`config.mk`:
```
export PLATFORM = sky130hd
export DESIGN_NAME = flr_lockout_recovery
export DESIGN_NICKNAME = d
export VERILOG_FILES = /design/src/flr_pkg.sv /design/src/flr_lockout_recovery.sv
export VERILOG_INCLUDE_DIRS = /design/src
export SDC_FILE = /design/constraint.sdc
export NUM_CORES = 1
export LEC_CHECK = 0
export ABC_AREA = 0
export BUFFER_PORTS_ARGS = -buffer_cell sky130_fd_sc_hd__buf_2
export CORE_UTILIZATION = 40
export DETAILED_ROUTE_END_ITERATION = 12
export SKIP_CTS_REPAIR_TIMING = 1
export SLEW_MARGIN = 0
export SYNTH_ARGS = -nofsm -noshare
export SYNTH_HDL_FRONTEND = slang
export SYNTH_SLANG_ARGS = --single-unit
```
`constraint.sdc`:
```
create_clock -name clk_sys -period 5.9 [get_ports clk_sys]
set_input_delay 0.885 -clock clk_sys [delete_from_list [all_inputs] [get_ports clk_sys]]
set_output_delay 0.885 -clock clk_sys [all_outputs]
set_load 0.005 [all_outputs]
```
`src/flr_consts.svh`:
```
`ifndef FLR_CONSTS_SVH
`define FLR_CONSTS_SVH
// Register offsets
`define FLR_ADDR_CTRL 4'h0
`define FLR_ADDR_STATUS 4'h1
`define FLR_ADDR_RATIO 4'h2
`define FLR_ADDR_JTAGDIV 4'h3
// Recovery data register
`define FLR_DIV_W 7
`define FLR_PRESCALE_BIT 6
`define FLR_RATIO_MSB 5
// Control fields and ratio reset value
`define FLR_CTRL_KEYPERMIT 0
`define FLR_CTRL_KEYOPEN 1
`define FLR_RATIO_RESET 7'h00
// JTAG instructions
`define FLR_IR_W 4
`define FLR_IR_IDCODE 4'h2
`define FLR_IR_RECOVERY 4'h8
`define FLR_IR_BYPASS 4'hf
// Erase length in timed-clock ticks
`define FLR_ERASE_TICKS 16'h0100
// Identity value is arbitrary
`define FLR_IDCODE 32'h0a5a5001
`endif

```
`src/flr_pkg.sv`:
```
package flr_pkg;
  typedef enum logic [3:0] {
    TapReset, TapIdle, TapSelDr, TapCapDr, TapShDr, TapEx1Dr, TapPauseDr, TapEx2Dr, TapUpdDr,
    TapSelIr, TapCapIr, TapShIr, TapEx1Ir, TapPauseIr, TapEx2Ir, TapUpdIr
  } flr_tap_t;
  typedef enum logic [1:0] {
    RecIdle, RecErase, RecDone
  } flr_rec_t;
endpackage

```
`src/flr_lockout_recovery.sv`:
```
`timescale 1ns/1ps
`include "flr_consts.svh"
module flr_lockout_recovery (
  input wire logic clk_sys,
  input wire logic rst,
  input wire logic clkEn,
  input wire logic tck,
  input wire logic tms,
  input wire logic tdi,
  input wire logic trstN,
  output logic tdo_r,
  output logic tdoOe_r,
  input wire logic secureBytes,
  input wire logic dbgReq,
  output logic dbgGrant_r,
  output logic readDisable_r,
  output logic eraseAll_r,
  output logic prescale_r,
  output logic [5:0] ratio_r,
  output logic timedTick_r,
  input wire logic [3:0] addr,
  input wire logic [7:0] wdata,
  input wire logic wr,
  input wire logic rd,
  output logic [7:0] rdata_r
);
  logic [2:0] tckS_r, tmsS_r, tdiS_r, trstS_r;
  logic tckQ_r, trstQ_r;
  logic strapDone_r, secure_r, recovering_r, permit_r, keyOpen_r, divLoaded_r;
  logic [6:0] ratioReg_r, divReg_r, divShift_r;
  logic [3:0] ir_r, irShift_r;
  logic [31:0] idShift_r;
  logic bypass_r;
  logic [9:0] divCnt_r;
  logic [15:0] eraseCnt_r;
  flr_pkg::flr_tap_t tap_r, tapNxt;
  flr_pkg::flr_rec_t rec_r;
  logic tckRise, tckFall, tapRst;
  // Only agreed tck and trst samples count; first stage feeds nothing else
  always_ff @(posedge clk_sys or posedge rst)
    if (rst)
    begin
      tckS_r <= 3'h0; tmsS_r <= 3'h7; tdiS_r <= 3'h0; trstS_r <= 3'h0;
      tckQ_r <= 1'b0; trstQ_r <= 1'b0;
    end
    else if (clkEn)
    begin
      tckS_r <= {tckS_r[1:0], tck}; tmsS_r <= {tmsS_r[1:0], tms};
      tdiS_r <= {tdiS_r[1:0], tdi}; trstS_r <= {trstS_r[1:0], trstN};
      if (tckS_r[1] == tckS_r[2]) tckQ_r <= tckS_r[2];
      if (trstS_r[1] == trstS_r[2]) trstQ_r <= trstS_r[2];
    end
  assign tckRise = clkEn && (tckS_r[1] == tckS_r[2]) && tckS_r[2] && !tckQ_r;
  assign tckFall = clkEn && (tckS_r[1] == tckS_r[2]) && !tckS_r[2] && tckQ_r;
  assign tapRst = !trstQ_r;
  always_comb
  begin
    tapNxt = tap_r;
    case (tap_r)
      flr_pkg::TapReset: tapNxt = tmsS_r[2] ? flr_pkg::TapReset : flr_pkg::TapIdle;
      flr_pkg::TapIdle: tapNxt = tmsS_r[2] ? flr_pkg::TapSelDr : flr_pkg::TapIdle;
      flr_pkg::TapSelDr: tapNxt = tmsS_r[2] ? flr_pkg::TapSelIr : flr_pkg::TapCapDr;
      flr_pkg::TapCapDr: tapNxt = tmsS_r[2] ? flr_pkg::TapEx1Dr : flr_pkg::TapShDr;
      flr_pkg::TapShDr: tapNxt = tmsS_r[2] ? flr_pkg::TapEx1Dr : flr_pkg::TapShDr;
      flr_pkg::TapEx1Dr: tapNxt = tmsS_r[2] ? flr_pkg::TapUpdDr : flr_pkg::TapPauseDr;
      flr_pkg::TapPauseDr: tapNxt = tmsS_r[2] ? flr_pkg::TapEx2Dr : flr_pkg::TapPauseDr;
      flr_pkg::TapEx2Dr: tapNxt = tmsS_r[2] ? flr_pkg::TapUpdDr : flr_pkg::TapShDr;
      flr_pkg::TapUpdDr: tapNxt = tmsS_r[2] ? flr_pkg::TapSelDr : flr_pkg::TapIdle;
      flr_pkg::TapSelIr: tapNxt = tmsS_r[2] ? flr_pkg::TapReset : flr_pkg::TapCapIr;
      flr_pkg::TapCapIr: tapNxt = tmsS_r[2] ? flr_pkg::TapEx1Ir : flr_pkg::TapShIr;
      flr_pkg::TapShIr: tapNxt = tmsS_r[2] ? flr_pkg::TapEx1Ir : flr_pkg::TapShIr;
      flr_pkg::TapEx1Ir: tapNxt = tmsS_r[2] ? flr_pkg::TapUpdIr : flr_pkg::TapPauseIr;
      flr_pkg::TapPauseIr: tapNxt = tmsS_r[2] ? flr_pkg::TapEx2Ir : flr_pkg::TapPauseIr;
      flr_pkg::TapEx2Ir: tapNxt = tmsS_r[2] ? flr_pkg::TapUpdIr : flr_pkg::TapShIr;
      flr_pkg::TapUpdIr: tapNxt = tmsS_r[2] ? flr_pkg::TapSelDr : flr_pkg::TapIdle;
      default: tapNxt = flr_pkg::TapReset;
    endcase
  end
  // TAP live from boot
  // tap and ID
  always_ff @(posedge clk_sys or posedge rst)
    if (rst)
    begin
      tap_r <= flr_pkg::TapReset;
      ir_r <= `FLR_IR_IDCODE;
      irShift_r <= 4'h0; idShift_r <= 32'h0; bypass_r <= 1'b0; divShift_r <= 7'h0;
      divReg_r <= 7'h0; divLoaded_r <= 1'b0;
    end
    else if (clkEn)
    begin
      if (tapRst)
      begin
        tap_r <= flr_pkg::TapReset;
        ir_r <= `FLR_IR_IDCODE;
        divLoaded_r <= 1'b0;
      end
      else if (tckRise)
      begin
        tap_r <= tapNxt;
        if (tapNxt == flr_pkg::TapReset) ir_r <= `FLR_IR_IDCODE;
        case (tap_r)
          flr_pkg::TapCapIr: irShift_r <= 4'h1;
          flr_pkg::TapShIr: irShift_r <= {tdiS_r[2], irShift_r[3:1]};
          flr_pkg::TapUpdIr: ir_r <= irShift_r;
          flr_pkg::TapCapDr:
          begin
            idShift_r <= `FLR_IDCODE; bypass_r <= 1'b0; divShift_r <= divReg_r;
          end
          flr_pkg::TapShDr:
          begin
            idShift_r <= {tdiS_r[2], idShift_r[31:1]};
            bypass_r <= tdiS_r[2];
            divShift_r <= {tdiS_r[2], divShift_r[6:1]};
          end
          flr_pkg::TapUpdDr:
            if (ir_r == `FLR_IR_RECOVERY)
            begin
              divReg_r <= divShift_r;
              divLoaded_r <= 1'b1;
            end
          default: ;
        endcase
      end
    end
  // Output shifted on falling test clock
  always_ff @(posedge clk_sys or posedge rst)
    if (rst)
    begin
      tdo_r <= 1'b0; tdoOe_r <= 1'b1;
    end
    else if (clkEn && tckFall)
    begin
      tdoOe_r <= !(tap_r == flr_pkg::TapShDr || tap_r == flr_pkg::TapShIr);
      if (tap_r == flr_pkg::TapShIr) tdo_r <= irShift_r[0];
      else if (ir_r == `FLR_IR_IDCODE) tdo_r <= idShift_r[0];
      else if (ir_r == `FLR_IR_RECOVERY) tdo_r <= divShift_r[0];
      else tdo_r <= bypass_r;
    end
  // Strap caught on first clock after release, then frozen
  // security from bytes
  always_ff @(posedge clk_sys or posedge rst)
    if (rst)
    begin
      strapDone_r <= 1'b0; secure_r <= 1'b1; readDisable_r <= 1'b1;
    end
    else if (clkEn && !strapDone_r)
    begin
      strapDone_r <= 1'b1; secure_r <= secureBytes; readDisable_r <= secureBytes;
    end
  always_ff @(posedge clk_sys or posedge rst)
    if (rst)
      dbgGrant_r <= 1'b0;
    else if (clkEn)
      dbgGrant_r <= dbgReq && strapDone_r && (!secure_r || (permit_r && keyOpen_r)) && !recovering_r;
  // Recovery sequencer; erase starts on the same Update-DR edge that loads the divider
  // start on idle entry
  always_ff @(posedge clk_sys or posedge rst)
    if (rst)
    begin
      rec_r <= flr_pkg::RecIdle; eraseAll_r <= 1'b0; eraseCnt_r <= 16'h0; recovering_r <= 1'b0;
    end
    else if (clkEn)
      case (rec_r)
        flr_pkg::RecIdle:
          if (!tapRst && tckRise && tap_r == flr_pkg::TapUpdDr && tapNxt == flr_pkg::TapIdle &&
              ir_r == `FLR_IR_RECOVERY)
          begin
            rec_r <= flr_pkg::RecErase; eraseAll_r <= 1'b1; recovering_r <= 1'b1; eraseCnt_r <= 16'h0;
          end
        flr_pkg::RecErase:
          // Leaving idle early aborts; flash state is then undefined
          if (tap_r != flr_pkg::TapIdle)
          begin
            rec_r <= flr_pkg::RecIdle; eraseAll_r <= 1'b0; recovering_r <= 1'b0;
          end
          else if (timedTick_r)
          begin
            if (eraseCnt_r == `FLR_ERASE_TICKS - 16'h1)
            begin
              rec_r <= flr_pkg::RecDone; eraseAll_r <= 1'b0; recovering_r <= 1'b0;
            end
            eraseCnt_r <= eraseCnt_r + 16'h1;
          end
        flr_pkg::RecDone: ;
        default: rec_r <= flr_pkg::RecIdle;
      endcase
  always_ff @(posedge clk_sys or posedge rst)
    if (rst)
    begin
      prescale_r <= 1'b0; ratio_r <= 6'h0;
    end
    else if (clkEn)
    begin
      prescale_r <= recovering_r ? divReg_r[`FLR_PRESCALE_BIT] : ratioReg_r[`FLR_PRESCALE_BIT];
      ratio_r <= recovering_r ? divReg_r[`FLR_RATIO_MSB:0] : ratioReg_r[`FLR_RATIO_MSB:0];
    end
  // Flash timing divider counts every system clock while clkEn is set
  always_ff @(posedge clk_sys or posedge rst)
    if (rst)
    begin
      divCnt_r <= 10'h0; timedTick_r <= 1'b0;
    end
    else if (clkEn)
    begin
      timedTick_r <= 1'b0;
      // Period is 2*(ratio+1), times 8 with prescale; both terms fit 10 bits
      if (divCnt_r >= (prescale_r ? {ratio_r, 4'hf} : {3'h0, ratio_r, 1'b1}))
      begin
        divCnt_r <= 10'h0; timedTick_r <= 1'b1;
      end
      else
        divCnt_r <= divCnt_r + 10'h1;
    end
  // Software registers
  always_ff @(posedge clk_sys or posedge rst)
    if (rst)
    begin
      ratioReg_r <= `FLR_RATIO_RESET; permit_r <= 1'b0; keyOpen_r <= 1'b0; rdata_r <= 8'h0;
    end
    else if (clkEn)
    begin
      if (wr && addr == `FLR_ADDR_CTRL)
      begin
        permit_r <= wdata[`FLR_CTRL_KEYPERMIT]; keyOpen_r <= wdata[`FLR_CTRL_KEYOPEN];
      end
      if (wr && addr == `FLR_ADDR_RATIO) ratioReg_r <= wdata[6:0];
      rdata_r <= 8'h0;
      if (rd)
        case (addr)
          `FLR_ADDR_CTRL: rdata_r <= {6'h0, keyOpen_r, permit_r};
          `FLR_ADDR_STATUS: rdata_r <= {3'h0, divLoaded_r, rec_r == flr_pkg::RecDone, recovering_r,
                                        dbgGrant_r, secure_r};
          `FLR_ADDR_RATIO: rdata_r <= {1'b0, ratioReg_r};
          `FLR_ADDR_JTAGDIV: rdata_r <= {1'b0, divReg_r};
          default: rdata_r <= 8'h0;
        endcase
    end
endmodule

```
==> run metrics <==
total CTS buffers 17; Final Cycle Share 0.4547; unrepaired setup endpoints after global routing no; worst hold path class flip-flop to flip-flop; routed wire length per instance approximately 16 µm; # Max-Cap Violations 0; Layout area overhead 14.76%; run status finished clean; initial core utilization 0.4105; CTS clk-pin slew, worst paths approximately 0.060 ns; clock sinks about 130; setup tns final 0 ns; worst slew pin tran around 1.3 ns; FF+latch count, synth between 100 and 150; Skew-Pair Late Insertion Delay 0.42 ns; top-area cell type share of the netlist area 0.5013; DR pass1 iterations 5; initial antenna violation count 0; Slew Limit Fails 0; Period minus WS final around 2.7 ns; vias 4588; met3 usage 0.04850; fmax 0.3727 GHz; die height between 100 and 150 µm; type of origin of the critical path input pin; final hold violation count 0; WL final 13320 µm; Static Leak around 3.1 nW; Power Dens Cells 342.2 mW/mm²; CP Class input pin to flip-flop; global route overflow 0; synthesized area between 0.006 and 0.007 mm²; Cells after Synth approximately 590; area of the die 0.01610 mm²; Synth area leader dfrtp_1; Critical Path RT 6.20 ns; number of global-route vias before repair approximately 4600; average cell area after synthesis about 11 µm²; maximum clock path buffer count 2; sequential share of the synthesized area 0.5266; chip width about 130 µm; DR vias/cell ~5.6; I/O pin cnt 44; gr usage total 0.1805; final net count ~650; async set-reset flop share out of synthesis 1.000; CP arrival roughly 3 ns; most common cell after layout, fill and taps aside dfrtp_1; CTS root buf clkbuf_16; top_reg_cell synth dfrtp_1; post-synth cell types 65; largest net degree at the start of global routing a little over 80; maximum vdd drop approximately 0.22 mV; CTS tree built; Initial DRC Count around 350; first-pass GRT wire length between 20000 and 25000 µm; routability cong. around 0.81; met1 Usage GRT 0.2431; post-detail-place hpwl between 8000 and 9000 µm; crit end category flip-flop; DR DRC count 0; Ant. Diodes 0; max_slew headroom 0.1521; IO buf count 41; row count between 40 and 50; global route hottest layer met2; Yosys warning count 0; Max Fanout on Critical Path 37; H-tree Lvls 4; core area ~0.015 mm²; clk_skew 0.008996 ns; share of cells above drive strength 1 0.1990; Synth area leaders dfrtp_1, mux2_2, a22o_1; syn nets around 620; Post-synth EDFFs 0; setup violators final 0; most frequent cells in the layout dfrtp_1, nand2_1, buf_2; met2 Use GR 0.2802; final antenna-violating net count 0; hold_ws roughly 0.49 ns
## final timing paths
path | startpoint | end | slack (ns) | cells after the start
min in group asynchronous | rst | idShift_r[8] | 0.69 | 2
worst min-delay path | idShift_r[23] | idShift_r[22] | 0.49 | 1
worst min register to register | idShift_r[23] | idShift_r[22] | 0.49 | 1
worst max-delay path | clkEn | idShift_r[18] | 3.22 | 5
max in group asynchronous | rst | permit_r | 3.96 | 3
worst max register to register | tap_r[0] | eraseCnt_r[7] | 3.30 | 5
## cell usage after synthesis, drive strengths merged, types with 3 or more instances
cell type,number
clkbuf,22
nand2,55
a41oi,3
nor2,35
o21ai,42
a22o,27
dfstp,6
xor2,3
nor3,11
a21oi,35
o41ai,3
or2,3
o31ai,5
mux2,34
nor4,6
and2,3
a31oi,3
nand3,12
nand2b,5
mux2i,20
xnor2,3
buf,11
ha,11
o22ai,13
nor2b,11
dfrtp,125
nand4,9
inv,20
or3,3
o22a,10
## worst max-delay path, cell delays in order
cell     delay [ns]
buf_2          0.36
and3_1         0.29
nand2_1        0.16
or3_1          0.85
a22o_1         0.41
## flip-flops by register name (all words and copies together) (netlist names), 6 cells and up
| register | count |
|---|---|
| ratioReg_r | 7 |
| divCnt_r | 10 |
| divShift_r | 7 |
| rdata_r | 7 |
| eraseCnt_r | 16 |
| divReg_r | 7 |
| idShift_r | 32 |
| ratio_r | 6 |
## area by class of cell
| cell class | count | area, µm² |
|---|---|---|
| Fill cell | 1355 | 8041 |
| Sequential cell | 131 | 3286 |
| Multi-Input combinational cell | 401 | 2725 |
| Clock buffer | 18 | 429.2 |
| Tap cell | 188 | 235.2 |
| Timing Repair Buffer | 44 | 227.7 |
| Clock inverter | 14 | 180.2 |
| Inverter | 20 | 77.57 |
## cell families after synthesis
logic type | synth area share
simple gates | 0.1291
compound gates | 0.1759
flops | 0.5266
mux | 0.1007
buf+inv | 0.03669
fa+ha+maj | 0.02206
xor+xnor | 0.008423
other cells | 0.0006010
## through the flow
| step | utilization | worst slack, ns | total power, mW | instances | instance area [µm²] |
|---|---|---|---|---|---|
| after floorplan | - | 1.527 | 1.281 | 585 | 6240 |
| after global placement | 0.4309 | 2.831 | 1.370 | 784 | 6551 |
| after detailed placement | 0.4309 | 2.793 | 1.383 | 784 | 6551 |
| after CTS | 0.4710 | 3.233 | 2.475 | 816 | 7161 |
| after global routing | 0.4710 | 3.037 | 2.573 | 816 | 7161 |
| final | 0.4710 | 3.217 | 2.450 | 816 | 7161 |
## where the power goes
group	internal [mW]	total, mW	switching [mW]
sequential	0.974	1.06	0.0878
clock	0.670	1.08	0.414
combinational	0.144	0.305	0.161
## metal layers
metal  up-vias  wire length (µm)
met3        14               457
met4         0               175
li1       2214                 -
met1      2275              6332
met5         -                 0
met2        85              6353
(Power assumes the default switching activity.)
